--- config.mk ---
export PLATFORM = sky130hd
export DESIGN_NAME = exec_slice
export DESIGN_NICKNAME = d
export VERILOG_FILES = /design/src/exec_pkg.sv /design/src/alu_if.sv /design/src/alu_unit.sv /design/src/exec_slice.sv
export SDC_FILE = /design/constraint.sdc
export NUM_CORES = 1
export LEC_CHECK = 0
export ABC_AREA = 1
export BUFFER_PORTS_ARGS = -buffer_cell sky130_fd_sc_hd__buf_4
export CAP_MARGIN = 25
export CORE_MARGIN = 3
export CORE_UTILIZATION = 47
export CTS_CLUSTER_SIZE = 12
export DETAILED_ROUTE_END_ITERATION = 10
export PLACE_DENSITY = 0.86
export SLEW_MARGIN = 30
export SYNTH_ARGS = -nofsm -noshare
export SYNTH_HDL_FRONTEND = slang
export SYNTH_SLANG_ARGS = --single-unit
--- constraint.sdc ---
create_clock -name clk_sys_in -period 1.68 [get_ports clk_sys_in]
set_input_delay 0.336 -clock clk_sys_in [delete_from_list [all_inputs] [get_ports clk_sys_in]]
set_output_delay 0.336 -clock clk_sys_in [all_outputs]
set_load 0.005 [all_outputs]
--- src/exec_pkg.sv ---
// Shared constants for the return, rotate, subtract-with-borrow and skip execution slice.
// Assumes an 8-bit data path and a program counter held outside this slice.
package exec_pkg;

    // ============================================================
    // Widths
    localparam int DATA_W = 8;
    localparam int PC_W = 12;
    localparam int OP_W = 4;

    // ============================================================
    // Operation codes presented by the decoder
    localparam logic [OP_W-1:0] OP_SUBROUTINE_EXIT = 4'h0;
    localparam logic [OP_W-1:0] OP_RETURN_CONST = 4'h1;
    localparam logic [OP_W-1:0] OP_INTERRUPT_EXIT = 4'h2;
    localparam logic [OP_W-1:0] OP_ROTATE_LEFT_MEM = 4'h3;
    localparam logic [OP_W-1:0] OP_ROTATE_LEFT_TO_ACC = 4'h4;
    localparam logic [OP_W-1:0] OP_ROTATE_LEFT_THRU_CARRY = 4'h5;
    localparam logic [OP_W-1:0] OP_ROTATE_LEFT_CARRY_TO_ACC = 4'h6;
    localparam logic [OP_W-1:0] OP_ROTATE_RIGHT_MEM = 4'h7;
    localparam logic [OP_W-1:0] OP_ROTATE_RIGHT_TO_ACC = 4'h8;
    localparam logic [OP_W-1:0] OP_ROTATE_RIGHT_THRU_CARRY = 4'h9;
    localparam logic [OP_W-1:0] OP_ROTATE_RIGHT_CARRY_TO_ACC = 4'hA;
    localparam logic [OP_W-1:0] OP_SUBTRACT_WITH_BORROW = 4'hB;
    localparam logic [OP_W-1:0] OP_SUBTRACT_BORROW_TO_MEM = 4'hC;
    localparam logic [OP_W-1:0] OP_DECREMENT_SKIP_ZERO = 4'hD;
    localparam logic [OP_W-1:0] OP_DECREMENT_TO_ACC_SKIP_ZERO = 4'hE;

    // ============================================================
    // Reset values
    localparam logic [DATA_W-1:0] ACC_RESET = 8'h00;
    localparam logic FLAG_RESET = 1'b0;
    localparam logic [PC_W-1:0] PC_RESET = 12'h000;

    // ============================================================
    // Bit positions
    localparam int MSB = 7;
    localparam int NIB_MSB = 3;

    // ============================================================
    // Sequencer states, one-hot
    typedef enum logic [1:0] {
        ST_IDLE = 2'b01,
        ST_DUMMY = 2'b10
    } exec_state_t;

    // Rotate a byte left by one, fill entering bit 0.
    function automatic logic [DATA_W-1:0] rot_left(input logic [DATA_W-1:0] v, input logic fill);
        rot_left = {v[MSB-1:0], fill};
    endfunction : rot_left

    // Rotate a byte right by one, fill entering bit 7.
    function automatic logic [DATA_W-1:0] rot_right(input logic [DATA_W-1:0] v, input logic fill);
        rot_right = {fill, v[MSB:1]};
    endfunction : rot_right

endpackage : exec_pkg

--- src/alu_if.sv ---
// Carrier between the execution sequencer and its combinational arithmetic unit.
// Assumes both ends run in one clock domain; the unit holds no state.
`timescale 1ns/1ps
`default_nettype none
interface alu_if;
    import exec_pkg::*;

    // Operands.
    logic [OP_W-1:0] op;
    logic [DATA_W-1:0] mem;
    logic [DATA_W-1:0] imm;
    logic carry;

    // Results.
    logic [DATA_W-1:0] result;
    logic to_acc;
    logic to_mem;
    logic upd_carry;
    logic upd_arith;
    logic new_carry;
    logic new_ov;
    logic new_zero;
    logic new_half;
    logic pop;
    logic gie_set;
    logic two_cycle;
    logic skip;

    modport ctrl (output op, mem, imm, carry,
                  input result, to_acc, to_mem, upd_carry, upd_arith, new_carry, new_ov, new_zero, new_half,
                  pop, gie_set, two_cycle, skip);
    modport unit (input op, mem, imm, carry,
                  output result, to_acc, to_mem, upd_carry, upd_arith, new_carry, new_ov, new_zero, new_half,
                  pop, gie_set, two_cycle, skip);
endinterface : alu_if
`default_nettype wire

--- src/alu_unit.sv ---
// Combinational result and flag generation for one instruction.
// Assumes the accumulator value arrives through the acc_in port for the subtract forms.
`timescale 1ns/1ps
`default_nettype none
module alu_unit (
    // Operands in, results out.
    alu_if.unit bus,
    // Current accumulator.
    input wire logic [exec_pkg::DATA_W-1:0] acc_in
);
    import exec_pkg::*;

    // ============================================================
    // Arithmetic
    // Subtract with borrow is an add of the inverted operand plus the carry, so C set means no borrow.
    wire [DATA_W:0] sub_sum = {1'b0, acc_in} + {1'b0, ~bus.mem} + {8'h00, bus.carry};
    wire [NIB_MSB+1:0] sub_low = {1'b0, acc_in[NIB_MSB:0]} + {1'b0, ~bus.mem[NIB_MSB:0]} + {4'h0, bus.carry};
    wire sub_ov = (acc_in[MSB] == ~bus.mem[MSB]) && (sub_sum[MSB] != acc_in[MSB]);
    wire [DATA_W-1:0] dec_val = bus.mem - 8'h01;
    wire is_sub = (bus.op == OP_SUBTRACT_WITH_BORROW) || (bus.op == OP_SUBTRACT_BORROW_TO_MEM);
    wire is_dec = (bus.op == OP_DECREMENT_SKIP_ZERO) || (bus.op == OP_DECREMENT_TO_ACC_SKIP_ZERO);
    wire is_ret = (bus.op == OP_SUBROUTINE_EXIT) || (bus.op == OP_RETURN_CONST) || (bus.op == OP_INTERRUPT_EXIT);

    // ============================================================
    // Result selection.
    always_comb
    begin
        case (bus.op)
            OP_RETURN_CONST: bus.result = bus.imm;
            OP_ROTATE_LEFT_MEM, OP_ROTATE_LEFT_TO_ACC: bus.result = rot_left(bus.mem, bus.mem[MSB]);
            OP_ROTATE_LEFT_THRU_CARRY, OP_ROTATE_LEFT_CARRY_TO_ACC: bus.result = rot_left(bus.mem, bus.carry);
            OP_ROTATE_RIGHT_MEM, OP_ROTATE_RIGHT_TO_ACC: bus.result = rot_right(bus.mem, bus.mem[0]);
            OP_ROTATE_RIGHT_THRU_CARRY, OP_ROTATE_RIGHT_CARRY_TO_ACC: bus.result = rot_right(bus.mem, bus.carry);
            OP_SUBTRACT_WITH_BORROW, OP_SUBTRACT_BORROW_TO_MEM: bus.result = sub_sum[DATA_W-1:0];
            OP_DECREMENT_SKIP_ZERO, OP_DECREMENT_TO_ACC_SKIP_ZERO: bus.result = dec_val;
            default: bus.result = 8'h00;
        endcase
    end

    // Destination and flag steering; memory forms write back, accumulator forms leave memory alone.
    assign bus.to_acc = (bus.op == OP_RETURN_CONST) || (bus.op == OP_ROTATE_LEFT_TO_ACC)
        || (bus.op == OP_ROTATE_LEFT_CARRY_TO_ACC) || (bus.op == OP_ROTATE_RIGHT_TO_ACC)
        || (bus.op == OP_ROTATE_RIGHT_CARRY_TO_ACC) || (bus.op == OP_SUBTRACT_WITH_BORROW)
        || (bus.op == OP_DECREMENT_TO_ACC_SKIP_ZERO);
    assign bus.to_mem = (bus.op == OP_ROTATE_LEFT_MEM) || (bus.op == OP_ROTATE_LEFT_THRU_CARRY)
        || (bus.op == OP_ROTATE_RIGHT_MEM) || (bus.op == OP_ROTATE_RIGHT_THRU_CARRY)
        || (bus.op == OP_SUBTRACT_BORROW_TO_MEM) || (bus.op == OP_DECREMENT_SKIP_ZERO);
    assign bus.upd_carry = (bus.op == OP_ROTATE_LEFT_THRU_CARRY) || (bus.op == OP_ROTATE_LEFT_CARRY_TO_ACC)
        || (bus.op == OP_ROTATE_RIGHT_THRU_CARRY) || (bus.op == OP_ROTATE_RIGHT_CARRY_TO_ACC) || is_sub;
    assign bus.upd_arith = is_sub;
    assign bus.new_carry = is_sub ? sub_sum[DATA_W]
        : ((bus.op == OP_ROTATE_LEFT_THRU_CARRY) || (bus.op == OP_ROTATE_LEFT_CARRY_TO_ACC)) ? bus.mem[MSB]
        : bus.mem[0];
    assign bus.new_ov = sub_ov;
    assign bus.new_zero = (sub_sum[DATA_W-1:0] == 8'h00);
    assign bus.new_half = sub_low[NIB_MSB+1];
    assign bus.pop = is_ret;
    assign bus.gie_set = (bus.op == OP_INTERRUPT_EXIT);
    assign bus.skip = is_dec && (dec_val == 8'h00);
    assign bus.two_cycle = is_ret || bus.skip;

endmodule : alu_unit
`default_nettype wire

--- src/exec_slice.sv ---
// Execution slice for returns, rotates, subtract-with-borrow and decrement-skip-if-zero.
// Assumes the decoder presents one operation with its memory operand already read,
// and that stack, program counter register and data memory live outside and act on the strobes.
`timescale 1ns/1ps
`default_nettype none

// Function
// - Subroutine exit pops the program counter from the stack; two cycles.
// - Return-with-constant pops the program counter and loads the accumulator with the constant.
// - Rotate left through carry on memory: bit 7 to carry, old carry to bit 0.
// - Accumulator form of rotate left through carry updates carry, leaves memory unchanged.
// - Plain rotate right on memory moves bit 0 to bit 7 and writes back.
// - Accumulator form of plain rotate right puts the result in the accumulator only.
// - Rotate right through carry on memory: bit 0 to carry, old carry to bit 7.
// - Subtract with borrow adds acc, inverted memory and carry; updates four flags.
// - Decrement-skip writes back; a zero result adds a dummy cycle discarding the prefetch.
// - Accumulator form of decrement-skip keeps memory, loads acc, skips on zero.
module exec_slice (
    // Clock, reset and enable.
    input wire logic clk_sys_in,
    input wire logic srst_in,
    input wire logic ce_in,
    // Operation request.
    input wire logic op_valid_in,
    input wire logic [exec_pkg::OP_W-1:0] op_code_in,
    input wire logic [exec_pkg::DATA_W-1:0] imm_in,
    input wire logic [exec_pkg::DATA_W-1:0] mem_rdata_in,
    // Value at the top of the return stack.
    input wire logic [exec_pkg::PC_W-1:0] stack_pc_in,
    // Sequencing.
    output logic ready_out,
    output logic done_out,
    output logic skip_out,
    // Program counter and stack.
    output logic stack_pop_out,
    output logic pc_load_out,
    output logic [exec_pkg::PC_W-1:0] pc_value_out,
    output logic gie_set_out,
    // Data memory write back.
    output logic mem_we_out,
    output logic [exec_pkg::DATA_W-1:0] mem_wdata_out,
    // Accumulator and flags.
    output logic [exec_pkg::DATA_W-1:0] acc_out,
    output logic carry_flag_out,
    output logic sign_error_flag_out,
    output logic zero_flag_out,
    output logic half_carry_flag_out
);
    import exec_pkg::*;

    // ============================================================
    // State
    // One register per output, with pop_q driving both the stack pop and the program counter load, so every pin comes straight from a flip-flop.
    exec_state_t state_q;
    exec_state_t state_d;
    logic ready_q;
    logic done_q;
    logic skip_q;
    logic pop_q;
    logic [PC_W-1:0] pc_q;
    logic gie_q;
    logic mem_we_q;
    logic [DATA_W-1:0] mem_wdata_q;
    logic [DATA_W-1:0] acc_q;
    logic carry_q;
    logic ov_q;
    logic zero_q;
    logic half_q;

    // The unit is purely combinational; it sees the request as it stands in the take cycle.
    alu_if alu_bus();

    // ============================================================
    // Arithmetic unit
    assign alu_bus.op = op_code_in;
    assign alu_bus.mem = mem_rdata_in;
    assign alu_bus.imm = imm_in;
    // The carry operand is the registered flag, so back-to-back requests see the previous result.
    assign alu_bus.carry = carry_q;

    alu_unit u_alu (
        .bus(alu_bus.unit),
        .acc_in(acc_q)
    );

    // ============================================================
    // Decode of the request
    // An operation is taken only while idle, so two-cycle operations hold off the next one.
    // A low enable blocks the take as well, so a standing request is delayed, never lost.
    wire take = ce_in && op_valid_in && (state_q == ST_IDLE);
    wire take_long = take && alu_bus.two_cycle;
    wire take_short = take && !alu_bus.two_cycle;
    wire in_dummy = ce_in && (state_q == ST_DUMMY);

    // Next sequencer state.
    always_comb
    begin
        case (state_q)
            ST_IDLE: state_d = take_long ? ST_DUMMY : ST_IDLE;
            ST_DUMMY: state_d = ST_IDLE;
            default: state_d = ST_IDLE;
        endcase
    end

    // Sequencer and handshake; the dummy cycle is where the prefetched word is thrown away.
    // Ready mirrors the idle state so the core need not decode the one-hot word itself.
    always_ff @(posedge clk_sys_in)
    begin
        if (srst_in)
        begin
            state_q <= ST_IDLE;
            ready_q <= 1'b1;
            done_q <= 1'b0;
        end
        else if (ce_in)
        begin
            state_q <= state_d;
            ready_q <= !take_long;
            done_q <= take_short || in_dummy;
        end
    end

    // ============================================================
    // Side-effect strobes, each one cycle wide at the edge after the request is taken.
    always_ff @(posedge clk_sys_in)
    begin
        if (srst_in)
        begin
            pop_q <= 1'b0;
            gie_q <= 1'b0;
            skip_q <= 1'b0;
            mem_we_q <= 1'b0;
        end
        else if (ce_in)
        begin
            pop_q <= take && alu_bus.pop;
            gie_q <= take && alu_bus.gie_set;
            skip_q <= take && alu_bus.skip;
            mem_we_q <= take && alu_bus.to_mem;
        end
    end

    // Data held alongside the strobes; they only matter while the matching strobe is high.
    // Capturing on every take toggles a few flops needlessly but keeps the enable to one term.
    // The write data reset value never reaches memory, since the write strobe is low then.
    always_ff @(posedge clk_sys_in)
    begin
        if (srst_in)
        begin
            pc_q <= PC_RESET;
            mem_wdata_q <= 8'h00;
        end
        else if (take)
        begin
            pc_q <= stack_pc_in;
            mem_wdata_q <= alu_bus.result;
        end
    end

    // ============================================================
    // Accumulator and flags
    always_ff @(posedge clk_sys_in)
    begin
        if (srst_in)
        begin
            acc_q <= ACC_RESET;
        end
        else if (take && alu_bus.to_acc)
        begin
            acc_q <= alu_bus.result;
        end
    end

    // Plain rotates and decrements leave every flag as it was.
    // Carry has its own enable because the rotates through carry touch carry alone.
    always_ff @(posedge clk_sys_in)
    begin
        if (srst_in)
        begin
            carry_q <= FLAG_RESET;
            ov_q <= FLAG_RESET;
            zero_q <= FLAG_RESET;
            half_q <= FLAG_RESET;
        end
        else if (take)
        begin
            if (alu_bus.upd_carry)
            begin
                carry_q <= alu_bus.new_carry;
            end
            if (alu_bus.upd_arith)
            begin
                ov_q <= alu_bus.new_ov;
                zero_q <= alu_bus.new_zero;
                half_q <= alu_bus.new_half;
            end
        end
    end

    // ============================================================
    // Outputs, all straight from flip-flops.
    // While the enable is low a pulse stretches with the frozen state; the core must gate on it too.
    assign ready_out = ready_q;
    assign done_out = done_q;
    assign skip_out = skip_q;
    assign stack_pop_out = pop_q;
    assign pc_load_out = pop_q;
    assign pc_value_out = pc_q;
    assign gie_set_out = gie_q;
    assign mem_we_out = mem_we_q;
    assign mem_wdata_out = mem_wdata_q;
    assign acc_out = acc_q;
    assign carry_flag_out = carry_q;
    assign sign_error_flag_out = ov_q;
    assign zero_flag_out = zero_q;
    assign half_carry_flag_out = half_q;

endmodule : exec_slice
`default_nettype wire

# Yosys cells after proc, flatten, opt, wreduce, memory -nomap -nowiden

Index checks and enable logic that the tools add are counted.

Add/subtract/negate cells: 5
Equal/unequal tests: 18
Muxes and demuxes: 5
Bitwise operators: 3
Reductions and logical operators: 46

Operator list:

| operator                                                               | number |
|---|---|
| 8-bit one-hot mux with 7 select lines                                  | 1 |
| 4-bit equality test (second input constant)                            | 7 |
| 1-bit logical OR                                                       | 21 |
| 4-bit by 3-bit equality test with 1-bit output (second input constant) | 4 |
| 8-bit logical NOT                                                      | 2 |
| 1-bit logical AND                                                      | 12 |
| 2-bit OR reduction                                                     | 6 |
| 8-bit by 8-bit adder with 9-bit output                                 | 1 |
| 9-bit by 1-bit adder with 9-bit output                                 | 1 |
| 4-bit by 2-bit equality test with 1-bit output (second input constant) | 2 |
| 8-bit inverter                                                         | 1 |
| 8-bit by 1-bit subtractor with 8-bit output (second input constant)    | 1 |
| 4-bit by 4-bit adder with 5-bit output                                 | 1 |
| 5-bit by 1-bit adder with 5-bit output                                 | 1 |
| 4-bit by 1-bit equality test with 1-bit output (second input constant) | 1 |
| 4-bit logical NOT                                                      | 1 |
| 2-bit 2-to-1 mux                                                       | 2 |
| 4-bit inverter                                                         | 1 |
| 2-bit AND reduction                                                    | 2 |
| 2-bit by 1-bit equality test with 1-bit output (second input constant) | 1 |
| 2-bit equality test (second input constant)                            | 1 |
| 1-bit logical NOT                                                      | 2 |
| 1-bit 2-to-1 mux                                                       | 2 |
| 1-bit equality test                                                    | 1 |
| 2 further kinds                                                        | 2 |

Register bits after elaboration: 40
Bits of input ports: 36
Output and inout port bits: 39
Word-level logic and storage cells: 91

# Depth between registers and ports, before layout

Word-level depth: 8
Mapped depth: 14
Depth with buffers taken out: 14

# Cells and area by module

Synthesis repeated with hierarchy kept, for this count alone.

Cell total of the unflattened synthesis: 462
Area total of the unflattened synthesis: 2768.9 µm²

By module, submodules not included:

| module     | instances | cells an instance | area each (µm²) | seq. area each (µm²) |
|---|---|---|---|---|
| exec_slice | 1         | 233               | 1637.8          | 800.8 |
| alu_unit   | 1         | 229               | 1131.1          | 0.0 |

# Worst setup path after synthesis

No wires, ideal clock.

Kind: reg2reg
Start: register acc_q[0] (netlist: acc_out[0])
End: register zero_q (netlist: zero_flag_out)
Library setup time: 71 ps
Data arrival time: 1776 ps
Data required time: 1609 ps
Slack: -167 ps
Stages on the path, launching flop included: 12
Buffers on the path: 0
Clock period less this slack: 1847 ps
Path through: dfxtp_1 -> inv_1 -> fa_1 -> inv_1 -> fa_1 -> inv_1 -> nand2_1 -> nor2_1 -> nand3_1 -> nor2_1 -> nand3_1 -> a21oi_1

Cells in the longest elaborated chain, start to end: 3

RTL lines:

| element                                | line              | RTL |
|---|---|---|
| start: declaration                     | exec_slice.sv:64  | `logic [DATA_W-1:0] acc_q;` |
| start signal: assignment               | exec_slice.sv:170 | `acc_q <= alu_bus.result;` |
| 8-bit by 8-bit adder with 9-bit output | alu_unit.sv:16    | `wire [DATA_W:0] sub_sum = {1'b0, acc_in} + {1'b0, ~bus.mem} + {8'h00, bus.carry};` |
| 9-bit by 1-bit adder with 9-bit output | alu_unit.sv:16    |  |
| 8-bit logical NOT                      | alu_unit.sv:55    | `assign bus.new_zero = (sub_sum[DATA_W-1:0] == 8'h00);` |
| end signal: assignment                 | exec_slice.sv:194 | `zero_q <= alu_bus.new_zero;` |
| end: declaration                       | exec_slice.sv:67  | `logic zero_q;` |

No other way between the ends.
A chain may end at the register's enable or synchronous reset.

# Worst setup path in the final report

Start: register acc_q[0] (netlist: acc_out[0])
End: register acc_q[6] (netlist: acc_out[6])

Cells in the longest elaborated chain, start to end: 3

RTL lines:

| element                                | line           | RTL |
|---|---|---|
| 8-bit by 8-bit adder with 9-bit output | alu_unit.sv:16 |  |
| 9-bit by 1-bit adder with 9-bit output | alu_unit.sv:16 |  |
| 8-bit one-hot mux with 7 select lines  | alu_unit.sv:28 | `case (bus.op)` |

No other way between the ends.

==> metrics.txt <==
worst slew pin tran 0.325 ns; Die X slightly above 80 um; post-synth top area share 0.305; EDFF count, synth 0; maxcap violations 0; DRT antenna net count 0; Clock transition at path regs around 0.080 ns; clock skew about 0.0062 ns; Top-Level Pins between 70 and 80; Post-Route Setup TNS -2.07 ns; status complete, but fails checks; Worst VDD drop between 800 and 900 uV; clock tree sinks 40; non-filler cells, final 614; RSZ-0062 raised after global routing true; power density over the cells between 600 and 700 nW/um^2; 1st-iter DRT viols roughly 220; Post-Route WL ~9000 um; failing checks negative setup slack; crit path time final roughly 1.9 ns; Setup crit end kind flip-flop; Core ar. 5240 um^2; Storage cell area slightly above 800 um^2; TritonCTS clock tree built; multi-input logic area roughly 1700 um^2; antenna violations before repair 0; Seq/Total Area, Yosys 0.305; all-layer global routing usage 0.260; syn_area_per_cell 6.21 um^2; cell internal power dissipation around 1.8 mW; syn_nets 470; highest clock rate slightly above 500 MHz; Pleak 2.08 nW; most instantiated library cell after synthesis nand2_1; Seq cells post-synth 40; count of cell types in the netlist 31; Worst EP required between 1.5 and 2 ns; HPWL after DPL 6640 um; Critical Path AT approximately 2.1 ns; ys flop type dfxtp_1; synth cell count leaders nand2_1 (94), nor2_1 (88), inv_1 (53); Placer Congestion ~0.95; share of cells above drive strength 1 0.362; WL/cell around 15 um; maximum root-to-sink buffer count 2; Setup CP Type flip-flop to flip-flop; num rows 26; Tightest Hold Check Type primary input to flip-flop; largest net degree at the start of global routing 24; Pins Over Slew Limit 0; # nets final a little under 600; Pre-antenna DRT Iters 5; synth top area cells dfxtp_1 (31%), nand2_1 (13%), nor2_1 (13%); Ant. Diodes 0; final setup vio count 13; final hold viol count 0; Startpoint Class flip-flop; Tcrit/Tclk final 1.15; Initial Util 0.501; via count ~3.2k; Post-Syn Area 2630 um^2; vias in the first global route roughly 3.0k; cell taking the most area after synthesis dfxtp_1; asr flop ratio synth 0; combinational share of power 0.303; die boundary height about 80 um; Placed Cells about 610; global-route wire length before repair between 10,000 and 15,000 um; fillers a little under 400; Sequential Power Share 0.398; Remaining Overflow, GRT 0; H-tree levels 2; CTS Root Cell clkbuf_8; Inserted Clock Buffers 5; cells after synthesis about 420; Post-CTS Hold Buffers 0; Syn-to-layout area delta 49.4%; Slew HR 0.783; vias per inst ~5.2; clock share of power 0.300; clk_lat worst skew between 0.2 and 0.3 ns; Yosys warning total 0; sw frac 0.308; worst setup margin -0.250 ns; Sw Pwr 0.802 mW; worst-path fanout max 3; Buffers on Ports between 70 and 80; die area about 6500 um^2; drt drc 0
[power groups by stage]
stage          logic, mW  clock network [mW]  registers (mW)
6_report           0.789               0.781            1.04
5_1_grt            0.864               0.827            1.04
4_1_cts            0.728               0.785            1.03
3_5_place_dp       0.714                   0            1.05
3_3_place_gp       0.696                   0            1.05
2_1_floorplan      0.358                   0            1.06
[cell families after synthesis]
logic type,synth area share
AO/OA/AOI/OAI,0.117
XOR/XNOR,0.0133
adder cells (fa/ha/maj),0.0582
buffers and inverters,0.103
flip-flops,0.305
AND/OR/NAND/NOR,0.403
[cells in the final DEF (no fill, tap or decap), types with 6 or more instances in the layout]
master	count
nand3_1	27
o21ai_0	25
nand2_1	84
dfxtp_1	37
ha_1	6
nor2_1	83
nor2_2	6
a21oi_1	15
buf_4	120
inv_1	48
nand4_1	7
nand2_2	13
nand3_2	9
inv_2	9
[flip-flops by register name, indices dropped and copies added (netlist names), 2 cells and up]
| name | count |
|---|---|
| pc_value_out | 12 |
| acc_out | 8 |
| mem_wdata_out | 8 |
| state_q | 2 |
[worst paths after layout]
path                           to  slack [ns]            from  depth (start not counted)
setup / recovery       acc_out[6]       -0.25      acc_out[0]                         13
hold / removal    pc_value_out[3]        0.29  stack_pc_in[3]                          3
setup reg to reg       acc_out[6]       -0.25      acc_out[0]                         13
hold reg to reg          skip_out        0.47        skip_out                          2
[repair_timing]
| action | CTS | global route |
|---|---|---|
| setup buffers | 1 | 0 |
| endpoints found under the setup margin | 13 | 22 |
| resized for setup | 12 | 34 |
| pin swaps | 4 | 11 |
[final cells by class]
cell class	instances	area share
multi-input combinational	315	0.445
sequential	40	0.205
clock inverter	3	0.0108
clock buffer	5	0.0175
timing repair buffer	123	0.243
inverter	58	0.0561
tap	70	0.0223
[metal layers]
layer / vias up / global-route usage / share of wire
li1: 1580 / - / -
met1: 1441 / 0.322 / 0.41
met2: 117 / 0.453 / 0.50
met3: 30 / 0.0510 / 0.062
met4: 0 / 0.0845 / 0.030
met5: - / 0 / 0
[through the flow]
stage | utilization | worst slack [ns] | power (mW) | instance area [um^2] | hold WS, ns
floorplan | - | -0.0932 | 1.41 | 2640 | 0.443
global route | 0.749 | -0.361 | 2.73 | 3920 | 0.325
detailed placement | 0.692 | -0.333 | 1.77 | 3620 | 0.455
finish | 0.749 | -0.250 | 2.61 | 3920 | 0.295
CTS | 0.720 | -0.217 | 2.55 | 3770 | 0.299
global placement | 0.692 | -0.299 | 1.75 | 3620 | 0.451
[worst max-delay path, cell delays in order, from the launching register on]
cell and delay, ns:
dfxtp_2 0.34, inv_2 0.05, fa_2 0.35, inv_2 0.07, fa_2 0.25, nand3_2 0.10
nand2_2 0.10, nand2_2 0.06, nand3_1 0.09, nand2_1 0.08, nand2_1 0.08, nand3_2 0.11
nor2_1 0.10, nor2_1 0.05
Note: power is estimated with default switching activity, not from simulation.
